**src/hdl/ssw_pkg.sv**
```systemverilog
// constants and types of the supply supervision block
package ssw_pkg;

  // clock and times
  localparam int CLK_MHZ    = 25;
  localparam int TRD1_US    = 10000;
  localparam int TSC_US     = 4000;
  localparam int TBLANK_US  = 500;
  localparam int TRD1_CYC   = TRD1_US * CLK_MHZ;
  localparam int TSC_CYC    = TSC_US * CLK_MHZ;
  localparam int TBLANK_CYC = TBLANK_US * CLK_MHZ;

  // apb map
  localparam int        APB_AW     = 8;
  localparam bit [7:0]  A_WAKE     = 8'h00;
  localparam bit [7:0]  A_WDOG     = 8'h04;
  localparam bit [7:0]  A_MODE     = 8'h08;
  localparam bit [7:0]  A_SUP      = 8'h0c;
  localparam bit [7:0]  A_STAT     = 8'h10;

  // wake_control_reg fields
  localparam int        B_ARM_A    = 0;
  localparam int        B_BWAKE    = 1;
  localparam bit        BWAKE_RST  = 1'b1;
  // watchdog_control_reg fields
  localparam int        B_ARM_B    = 0;
  // mode register fields
  localparam int        B_WDOFF    = 3;
  // supply control fields
  localparam int        B_HYS      = 0;
  localparam int        B_OVRST    = 1;
  localparam int        B_VCC2ON   = 2;
  localparam int        B_CANON    = 3;

  // status flags
  localparam int        NFLAG      = 11;
  localparam int        F_POR      = 0;
  localparam int        F_BUV      = 1;
  localparam int        F_BOV      = 2;
  localparam int        F_WARN     = 3;
  localparam int        F_UV       = 4;
  localparam int        F_OV       = 5;
  localparam int        F_SC       = 6;
  localparam int        F_V2UV     = 7;
  localparam int        F_VCUV     = 8;
  localparam int        F_FAIL     = 9;
  localparam int        F_WAKE     = 10;
  localparam bit [10:0] FLAGS_RST  = 11'h001;

  typedef enum logic [2:0] {
    M_INIT     = 3'h0,
    M_NORMAL   = 3'h1,
    M_STOP     = 3'h2,
    M_SLEEP    = 3'h3,
    M_RESTART  = 3'h4,
    M_FAILSAFE = 3'h5
  } ssw_mode_t;

endpackage

```
**src/hdl/ssw_top.sv**
```systemverilog
// supply supervision and stop-mode watchdog disabling
// Operation
// - arm bits set only in normal, ordered
// - sequence error clears second arming bit
// - stop trigger or normal restarts watchdog
// - new sequence clears first bit; needs second
// - bus wake in stop starts watchdog
// - bus wake start bit written in normal
// - can wake in stop, sleep or fail-safe raises interrupt, pulls rxd low
// - power-on sets flag, holds reset low
// - battery below por resets everything
// - battery undervoltage flag, clear when gone
// - undervoltage suspends short-circuit detection
// - stop suspends battery monitoring unless loaded
// - battery overvoltage flag persists until cleared
// - prewarning sets only warning flag
// - reset threshold drop enters restart
// - hysteresis bit uses highest rising threshold
// - no main flags in sleep
// - overvoltage flag; optional restart with fail
// - overvoltage with config zero enters fail-safe
// - short circuit switches regulator off, fail-safe
// - second regulator and transceiver undervoltage flags
//
// The implementer's own choices: the address map and the APB register port.
`timescale 1ns/1ps
`default_nettype none
module ssw_top #(
  parameter int RD_CYC    = ssw_pkg::TRD1_CYC,
  parameter int SC_CYC    = ssw_pkg::TSC_CYC,
  parameter int BLANK_CYC = ssw_pkg::TBLANK_CYC
) (
  input  wire logic                        mclk_i,
  input  wire logic                        rst_n_i,
  input  wire logic                        psel_i,
  input  wire logic                        penable_i,
  input  wire logic                        pwrite_i,
  input  wire logic [ssw_pkg::APB_AW-1:0]  paddr_i,
  input  wire logic [31:0]                 pwdata_i,
  output logic      [31:0]                 prdata_o,
  output logic                             pready_o,
  output logic                             pslverr_o,
  input  wire logic                        vs_por_ok_i,
  input  wire logic                        battery_under_flag_i,
  input  wire logic                        battery_over_flag_i,
  input  wire logic                        main_regulator_pw_i,
  input  wire logic                        main_regulator_below_rt_i,
  input  wire logic                        main_regulator_above_rtr_i,
  input  wire logic                        main_regulator_above_rt1r_i,
  input  wire logic                        main_supply_over_flag_i,
  input  wire logic                        peak_load_i,
  input  wire logic                        chg_pump_on_i,
  input  wire logic                        second_reg_under_flag_i,
  input  wire logic                        transceiver_supply_under_flag_i,
  input  wire logic                        can_wake_i,
  input  wire logic                        config_state_i,
  output logic                             reset_out_n_o,
  output logic                             fail_output_pin_o,
  output logic                             main_regulator_en_o,
  output logic                             second_regulator_en_o,
  output logic                             can_en_o,
  output logic                             can_rxd_low_o,
  output logic                             wake_irq_o,
  output logic                             wdog_stop_off_o,
  output logic                             long_window_o,
  output logic      [2:0]                  mode_o
);
  import ssw_pkg::*;

  if (RD_CYC < 1 || SC_CYC < 1 || BLANK_CYC < 1) begin : g_chk
    $error("ssw_top: cycle counts must be at least one");
  end

  // two-flop synchronisers for all analog and pin inputs
  logic [13:0] s1_q;
  logic [13:0] s2_q;
  always_ff @(posedge mclk_i) begin
    s1_q <= {vs_por_ok_i, battery_under_flag_i, battery_over_flag_i, main_regulator_pw_i, main_regulator_below_rt_i,
             main_regulator_above_rtr_i, main_regulator_above_rt1r_i, main_supply_over_flag_i, peak_load_i,
             chg_pump_on_i, second_reg_under_flag_i, transceiver_supply_under_flag_i, can_wake_i,
             config_state_i};
    s2_q <= s1_q;
  end
  logic por_ok, battery_under_flag, battery_over_flag, pw, below_rt, above_rtr, above_rt1r, ov;
  logic peak, cp_on, v2_uv, vc_uv, can_wk, cfg;
  assign {por_ok, battery_under_flag, battery_over_flag, pw, below_rt, above_rtr, above_rt1r, ov,
          peak, cp_on, v2_uv, vc_uv, can_wk, cfg} = s2_q;

  // supply power-on reset or battery below por falling threshold
  logic sys_rst;
  assign sys_rst = !rst_n_i || !por_ok;

  logic                 arm_a_q, arm_b_q, bwake_q, wdoff_q, long_q;
  logic                 hys_q, ovrst_q, vcc2on_q, canon_q;
  logic                 reset_q, vcc1en_q, uvc_q, ovc_q, irq_q;
  logic [NFLAG-1:0]     flags_q;
  ssw_mode_t            mode_q;
  logic [31:0]          rd_cnt_q, sc_cnt_q, bl_cnt_q;
  logic                 wk_prev_q, ov_prev_q;
  logic                 pready_q, pslverr_q;
  logic [31:0]          prdata_q;

  // apb slave, no wait states: pready rises in the access phase
  logic        setup, wr, hit;
  logic [31:0] rdval;
  assign setup = psel_i && !penable_i;
  assign wr    = psel_i && penable_i && pready_q && pwrite_i;
  always_comb begin
    hit   = 1'b1;
    rdval = 32'h0;
    case (paddr_i)
      A_WAKE: begin
        rdval[B_ARM_A] = arm_a_q;
        rdval[B_BWAKE] = bwake_q;
      end
      A_WDOG: rdval[B_ARM_B] = arm_b_q;
      A_MODE: begin
        rdval[2:0]     = mode_q;
        rdval[B_WDOFF] = wdoff_q;
      end
      A_SUP: begin
        rdval[B_HYS]    = hys_q;
        rdval[B_OVRST]  = ovrst_q;
        rdval[B_VCC2ON] = vcc2on_q;
        rdval[B_CANON]  = canon_q;
      end
      A_STAT:  rdval[NFLAG-1:0] = flags_q;
      default: hit = 1'b0;
    endcase
  end
  always_ff @(posedge mclk_i) begin
    if (sys_rst) begin
      pready_q  <= 1'b0;
      pslverr_q <= 1'b0;
      prdata_q  <= 32'h0;
    end else begin
      pready_q <= setup;
      if (setup) begin
        pslverr_q <= !hit;
        prdata_q  <= pwrite_i ? 32'h0 : rdval;
      end
    end
  end

  logic wr_wake, wr_wdog, wr_mode, wr_sup, wr_stat;
  assign wr_wake = wr && paddr_i == A_WAKE;
  assign wr_wdog = wr && paddr_i == A_WDOG;
  assign wr_mode = wr && paddr_i == A_MODE;
  assign wr_sup  = wr && paddr_i == A_SUP;
  assign wr_stat = wr && paddr_i == A_STAT;

  // events
  logic in_norm, in_stop, wake_rise, ov_ev, ov_fs, ov_rs, uv_ev;
  logic sc_run, sc_fire, rel_ok, release_ev, seq_err, wd_restart;
  logic bw_start, go_norm, mon, ovmon;
  assign in_norm   = mode_q == M_NORMAL;
  assign in_stop   = mode_q == M_STOP;
  assign wake_rise = can_wk && !wk_prev_q;
  assign ov_ev     = vcc1en_q && ov && !ov_prev_q;
  assign ov_fs     = ov_ev && ovrst_q && !cfg;
  assign ov_rs     = ov_ev && ovrst_q && cfg;
  assign uv_ev     = vcc1en_q && below_rt && (in_norm || in_stop);
  assign sc_run    = vcc1en_q && below_rt && !battery_under_flag;
  assign sc_fire   = sc_run && sc_cnt_q == 32'(SC_CYC - 1);
  assign go_norm   = wr_mode && pwdata_i[2:0] == M_NORMAL;
  always_comb begin
    if (mode_q == M_INIT)
      rel_ok = above_rt1r;
    else if (ovc_q)
      rel_ok = 1'b1;
    else
      rel_ok = hys_q ? above_rt1r : above_rtr;
  end
  assign release_ev = (mode_q == M_INIT || mode_q == M_RESTART) && rel_ok
                      && rd_cnt_q == 32'(RD_CYC - 1);
  assign seq_err = (wr_wake && pwdata_i[B_ARM_A]
                    && (!arm_b_q || !in_norm))
                || (wr_wdog && pwdata_i[B_ARM_B] && !in_norm);
  assign wd_restart = in_stop && wdoff_q && (wr_wdog || go_norm);
  assign bw_start   = in_stop && wdoff_q && bwake_q && wake_rise;
  assign mon   = mode_q == M_INIT || mode_q == M_RESTART || in_norm
              || (in_stop && (peak || pw));
  assign ovmon = mon || cp_on;

  // edge history
  always_ff @(posedge mclk_i) begin
    if (sys_rst) begin
      wk_prev_q <= 1'b0;
      ov_prev_q <= 1'b0;
    end else begin
      wk_prev_q <= can_wk;
      ov_prev_q <= ov;
    end
  end

  // arming bits of the stop-mode watchdog disabling sequence
  always_ff @(posedge mclk_i) begin
    if (sys_rst) begin
      arm_a_q <= 1'b0;
      arm_b_q <= 1'b0;
      bwake_q <= BWAKE_RST;
    end else if (wd_restart) begin
      arm_a_q <= 1'b0;
      arm_b_q <= 1'b0;
    end else if (seq_err) begin
      arm_b_q <= 1'b0;
    end else begin
      if (wr_wdog && in_norm) begin
        arm_b_q <= pwdata_i[B_ARM_B];
        if (pwdata_i[B_ARM_B] && arm_a_q)
          arm_a_q <= 1'b0;
      end
      if (wr_wake && in_norm) begin
        arm_a_q <= pwdata_i[B_ARM_A];
        bwake_q <= pwdata_i[B_BWAKE];
      end
    end
  end

  // watchdog state towards the watchdog timer
  always_ff @(posedge mclk_i) begin
    if (sys_rst) begin
      wdoff_q <= 1'b0;
      long_q  <= 1'b0;
    end else begin
      long_q <= wd_restart || bw_start || release_ev;
      if (wd_restart || bw_start || !in_stop && mode_q != M_NORMAL)
        wdoff_q <= 1'b0;
      else if (in_norm && wr_mode && pwdata_i[2:0] == M_STOP)
        wdoff_q <= arm_a_q && arm_b_q;
    end
  end

  // supply control register
  always_ff @(posedge mclk_i) begin
    if (sys_rst) begin
      hys_q    <= 1'b0;
      ovrst_q  <= 1'b0;
      vcc2on_q <= 1'b0;
      canon_q  <= 1'b0;
    end else begin
      if (wr_sup) begin
        hys_q    <= pwdata_i[B_HYS];
        vcc2on_q <= pwdata_i[B_VCC2ON];
        canon_q  <= pwdata_i[B_CANON];
      end
      if (ov_rs)
        ovrst_q <= 1'b0;
      else if (wr_sup)
        ovrst_q <= pwdata_i[B_OVRST];
    end
  end

  // reset delay, short-circuit and blanking counters
  always_ff @(posedge mclk_i) begin
    if (sys_rst) begin
      rd_cnt_q <= 32'h0;
      sc_cnt_q <= 32'h0;
      bl_cnt_q <= 32'h0;
    end else begin
      if ((mode_q == M_INIT || mode_q == M_RESTART) && rel_ok
          && !release_ev)
        rd_cnt_q <= rd_cnt_q + 32'h1;
      else
        rd_cnt_q <= 32'h0;
      if (!sc_run || sc_fire)
        sc_cnt_q <= 32'h0;
      else
        sc_cnt_q <= sc_cnt_q + 32'h1;
      if (!vcc2on_q)
        bl_cnt_q <= 32'h0;
      else if (bl_cnt_q != 32'(BLANK_CYC))
        bl_cnt_q <= bl_cnt_q + 32'h1;
    end
  end

  // mode sequencing, reset output and main regulator enable
  always_ff @(posedge mclk_i) begin
    if (sys_rst) begin
      mode_q   <= M_INIT;
      reset_q  <= 1'b0;
      vcc1en_q <= 1'b1;
      uvc_q    <= 1'b0;
      ovc_q    <= 1'b0;
    end else if (sc_fire) begin
      mode_q   <= M_FAILSAFE;
      vcc1en_q <= 1'b0;
      reset_q  <= 1'b0;
    end else begin
      case (mode_q)
        M_INIT, M_RESTART: begin
          if (release_ev) begin
            mode_q  <= M_NORMAL;
            reset_q <= 1'b1;
            uvc_q   <= 1'b0;
            ovc_q   <= 1'b0;
          end
        end
        M_NORMAL, M_STOP: begin
          if (ov_fs) begin
            mode_q  <= M_FAILSAFE;
            reset_q <= 1'b0;
          end else if (uv_ev) begin
            mode_q  <= M_RESTART;
            reset_q <= 1'b0;
            uvc_q   <= 1'b1;
          end else if (ov_rs) begin
            mode_q  <= M_RESTART;
            reset_q <= 1'b0;
            ovc_q   <= 1'b1;
          end else if (go_norm && in_stop) begin
            mode_q <= M_NORMAL;
          end else if (wr_mode && in_norm) begin
            if (pwdata_i[2:0] == M_STOP)
              mode_q <= M_STOP;
            else if (pwdata_i[2:0] == M_SLEEP) begin
              mode_q   <= M_SLEEP;
              vcc1en_q <= 1'b0;
              reset_q  <= 1'b0;
            end
          end
        end
        M_SLEEP, M_FAILSAFE: begin
          if (wake_rise) begin
            mode_q   <= M_RESTART;
            vcc1en_q <= 1'b1;
          end
        end
        default: mode_q <= M_INIT;
      endcase
    end
  end

  // status flags: hardware set wins over a clearing write
  logic [NFLAG-1:0] fset, fclr_ok;
  always_comb begin
    fset          = '0;
    fset[F_BUV]   = mon && battery_under_flag;
    fset[F_BOV]   = ovmon && battery_over_flag;
    fset[F_WARN]  = vcc1en_q && mode_q != M_SLEEP && pw;
    fset[F_UV]    = release_ev && uvc_q;
    fset[F_OV]    = ov_ev;
    fset[F_SC]    = sc_fire;
    fset[F_V2UV]  = vcc2on_q && bl_cnt_q == 32'(BLANK_CYC) && v2_uv;
    fset[F_VCUV]  = canon_q && vc_uv;
    fset[F_FAIL]  = sc_fire || ov_fs || ov_rs;
    fset[F_WAKE]  = wake_rise && (in_stop || mode_q == M_SLEEP
                                  || mode_q == M_FAILSAFE);
    fclr_ok        = '1;
    fclr_ok[F_BUV] = !battery_under_flag;
    fclr_ok[F_BOV] = !battery_over_flag;
  end
  always_ff @(posedge mclk_i) begin
    if (sys_rst) begin
      flags_q <= FLAGS_RST;
      irq_q   <= 1'b0;
    end else begin
      flags_q <= (flags_q & ~(wr_stat ? pwdata_i[NFLAG-1:0] & fclr_ok
                              : '0)) | fset;
      irq_q   <= fset[F_WAKE];
    end
  end

  assign prdata_o          = prdata_q;
  assign pready_o          = pready_q;
  assign pslverr_o         = pslverr_q;
  assign reset_out_n_o     = reset_q;
  assign fail_output_pin_o = flags_q[F_FAIL];
  assign main_regulator_en_o         = vcc1en_q;
  assign second_regulator_en_o         = vcc2on_q;
  assign can_en_o          = canon_q;
  assign can_rxd_low_o     = flags_q[F_WAKE];
  assign wake_irq_o        = irq_q;
  assign wdog_stop_off_o   = wdoff_q;
  assign long_window_o     = long_q;
  assign mode_o            = mode_q;
endmodule
`default_nettype wire

```
**config.mk**
```make
export PLATFORM = sky130hd
export DESIGN_NAME = ssw_top
export DESIGN_NICKNAME = d
export VERILOG_FILES = /design/src/hdl/ssw_pkg.sv /design/src/hdl/ssw_top.sv
export SDC_FILE = /design/constraint.sdc
export NUM_CORES = 1
export LEC_CHECK = 0
export BUFFER_PORTS_ARGS = -buffer_cell sky130_fd_sc_hd__buf_2
export CORE_MARGIN = 4
export CORE_UTILIZATION = 51
export DETAILED_ROUTE_END_ITERATION = 8
export HOLD_SLACK_MARGIN = 0.15
export PLACE_DENSITY = 0.75
export REMOVE_ABC_BUFFERS = 1
export SLEW_MARGIN = 30
export SYNTH_ARGS = -nofsm -noshare
export SYNTH_HDL_FRONTEND = slang
export SYNTH_SLANG_ARGS = --single-unit
```
**constraint.sdc**
```tcl
create_clock -name mclk_i -period 1.9 [get_ports mclk_i]
set_input_delay 0.285 -clock mclk_i [delete_from_list [all_inputs] [get_ports mclk_i]]
set_output_delay 0.285 -clock mclk_i [all_outputs]
set_load 0.01 [all_outputs]
```
==> flow_metrics.py <==
metrics = {
    "global_routing": {
        "grt_util_all_layers": 0.206,
        "grt_pass1_vias": 5839,
        "antenna_found_initial": 0,
        "grt_pass1_wl_um": 27400,
        "grt_max_degree": 33,
        "grt-ovfl-total": 0,
    },
    "route": {
        "drt-initial-drc-count": 530,
        "wl_um": 16700,
        "vias": 6270,
        "drt_pass1_iterations": 5,
        "viasPerCell": 5.37,
        "route.detailed.drc": 0,
        "final_antenna_net_count": 0,
        "wl_per_cell_um": 14.3,
    },
    "run": {
        "drv_cap": 0,
    },
    "clock_network": {
        "cts_tree": "yes",
        "cts_buffers": 17,
        "cts_max_level": 4,
        "cts_root_buf": "clkbuf_16",
        "clockBufferDepth": 2,
        "cts.sinks": 167,
        "clk_pin_slew_worst_paths_ps": 60,
        "clk_latency_ps": 430,
    },
    "timing": {
        "finClkSkew_ps": 18.1,
        "fin_setup_tns_ps": -10.3,
        "fmax_mhz": 523,
        "maxSlewViolCount": 0,
        "slew_headroom": 0.617,
        "finalSetupViolCount": 1,
        "hold_viol_final": 0,
        "finalCritPeriodShare": 1.01,
        "min_period_ps": 1910,
        "fin_ws_ps": -10.3,
        "tightest_slew_ps": 573,
        "rsz0062_at_grt": "yes",
    },
    "critical_path": {
        "critPathBufInv": 1,
        "crit_chain": "and4_1 -> nor4b_2 -> nand4_1 -> nor3_2 -> buf_4 -> o2111ai_1 -> a21oi_1",
        "slowest_stage": "dfxtp_1",
        "worstPathRequired_ps": 2240,
        "critical_path_peak_fanout": 6,
        "worst_setup_path_end_kind": "flip-flop",
        "r2r_cells": 7,
        "cp.depth": 7,
        "cp.arrival_ps": 2250,
        "max_stage_delay_ps": 370,
        "crit_family": "simple AND/OR/NAND/NOR gates",
        "r2r_slack_ps": -10,
        "crit_type": "flip-flop to flip-flop",
        "worstSetupStartpointType": "flip-flop",
    },
    "pwr": {
        "p_total_mw": 7.22,
        "p_int_mw": 5.69,
        "p_sw_frac": 0.211,
        "vdd_drop_max_mv": 0.713,
        "power_switching_mw": 1.52,
        "p_clk_frac": 0.474,
        "pwr-share-seq": 0.494,
        "p_leak_nw": 3.54,
        "p_comb_frac": 0.032,
        "power_density_nw_per_um2": 780,
    },
    "floorplanning": {
        "initial_utilization": 0.519,
        "die_area_sq_um": 16000,
        "fp.dieH_um": 127,
        "core_sq_um": 13800,
        "ios": 105,
        "row_count": 43,
        "die_width_um": 127,
    },
    "cells_and_area": {
        "n_antenna_cell": 0,
        "multi_input_area_sq_um": 3800,
        "layout-drive-gt1-share": 0.238,
        "stdcell_count": 1167,
        "seq_area_sq_um": 3350,
        "final_common_cell": "dfxtp_1",
        "fillers": 1069,
        "area_growth_pct": 28.9,
        "nets": 1037,
        "final_cell_mix": "dfxtp_1, nor2_1, buf_4, nand2_1, buf_2",
    },
    "logic_synthesis": {
        "yosys_register_bits": 167,
        "netlist_instances": 818,
        "avgSynthCellArea_sq_um": 8.77,
        "async_flop_share": 0,
        "ys.flop_type": "dfxtp_1",
        "yosys_warnings": 0,
        "synth_area_sq_um": 7170,
        "ys_seq_area_frac": 0.466,
        "ys_types": 65,
        "synth_edf_count": 0,
    },
    "run_status": {
        "violations": "setup timing",
        "outcome": "complete, but fails checks",
    },
    "placed_design": {
        "hpwl_um": 11300,
        "io_buffers": 62,
        "dp_cells": 1111,
        "place_congestion": 0.863,
    },
    "hold_path": {
        "worstHoldPathCells": 3,
        "hold_class": "primary input to flip-flop",
    },
}
-- power by group through the flow --
stage          clock (mW)  combinational, mW  sequential, mW
6_report             3.42              0.230            3.56
2_1_floorplan           0             0.0825            3.63
4_1_cts              3.49              0.214            3.56
3_5_place_dp            0              0.183            3.64
5_1_grt              3.64              0.253            3.57
3_3_place_gp            0              0.182            3.64
-- Yosys cell counts (all sizes together), types with 3 or more instances --
library cell,instances,area share
dfxtp,167,0.47
nor2,140,0.073
nand2,65,0.034
xor2,53,0.065
nand3,50,0.035
xnor2,32,0.039
a21oi,27,0.019
buf,26,0.025
nand4,26,0.023
clkbuf,24,0.013
and3,21,0.018
nor4,19,0.021
inv,16,0.0084
nor3,15,0.010
o21ai,13,0.0091
a22oi,11,0.012
and4,10,0.013
or3,9,0.0078
nand2b,8,0.0070
nor2b,7,0.0061
a21o,6,0.0063
nor4b,6,0.0094
or4,6,0.0063
mux2i,5,0.0070
and2,4,0.0035
ha,4,0.0070
a211oi,3,0.0038
a31o,3,0.0037
a31oi,3,0.0026
o2111ai,3,0.0037
or2,3,0.0026
-- cell families after synthesis --
| group | Yosys count | synth area share |
|---|---|---|
| xor+xnor | 85 | 0.104 |
| fa+ha+maj | 4 | 0.00698 |
| mux | 6 | 0.00855 |
| flops | 167 | 0.466 |
| simple gates | 399 | 0.282 |
| buf+inv | 66 | 0.0457 |
| compound gates | 90 | 0.0862 |
| other cells | 1 | 0.000523 |
-- state kept, by name, indices dropped and copies added, names as in the netlist, 3 cells and up --
signal / cells
bl_cnt_q: 32
rd_cnt_q: 32
sc_cnt_q: 32
s1_q: 14
s2_q: 14
flags_q: 11
prdata_o: 11
mode_o: 3
-- per-stage QoR --
| stage | cell area (sq um) | hold WS [ps] | setup WS (ps) | utilization |
|---|---|---|---|---|
| finish | 9250 | 166 | -10.3 | 0.669 |
| global route | 9250 | 178 | -122 | 0.669 |
| CTS | 8980 | 153 | 25.0 | 0.649 |
| detailed placement | 8160 | 312 | -338 | 0.590 |
| global placement | 8160 | 311 | -279 | 0.590 |
| floorplan | 6980 | 310 | -451 | - |
-- layer usage --
layer | vias to the layer above | GRT usage | share of wire
li1 | 3126 | - | -
met1 | 2947 | 0.271 | 0.44
met2 | 174 | 0.336 | 0.49
met3 | 23 | 0.0518 | 0.056
met4 | 0 | 0.0612 | 0.014
met5 | - | 0 | 0
-- area by class of cell --
class,count,share of cell area
multi-input cells,605,0.411
clock buffers,22,0.0513
clock inverters,10,0.0129
repair buffers,167,0.131
flip-flops and latches,167,0.363
inverters,16,0.00650
well taps,180,0.0244
-- repair_timing --
item                       in CTS  in global routing
setup buffers                   0                  3
hold endpoints to repair       19                  0
gates cloned                    0                  3
resized for setup               8                 39
pin swaps                       0                 14
setup endpoints to repair      27                 75
hold buffers                   18                  0
-- path summary, 6_finish.rpt --
kind,start,end
worst max register to register,rd_cnt_q[16],uvc_q
worst max-delay path,rd_cnt_q[16],uvc_q
worst min register to register,s1_q[10],s2_q[10]
worst min-delay path,pwdata_i[1],bwake_q
-- tightest hold or removal path, delay by kind of cell --
| family | cells | cell delay [ps] |
|---|---|---|
| mux | 1 | 80 |
| buf+inv | 1 | 130 |
| simple gates | 1 | 60 |
No activity file was read; power rests on OpenSTA's default activity.
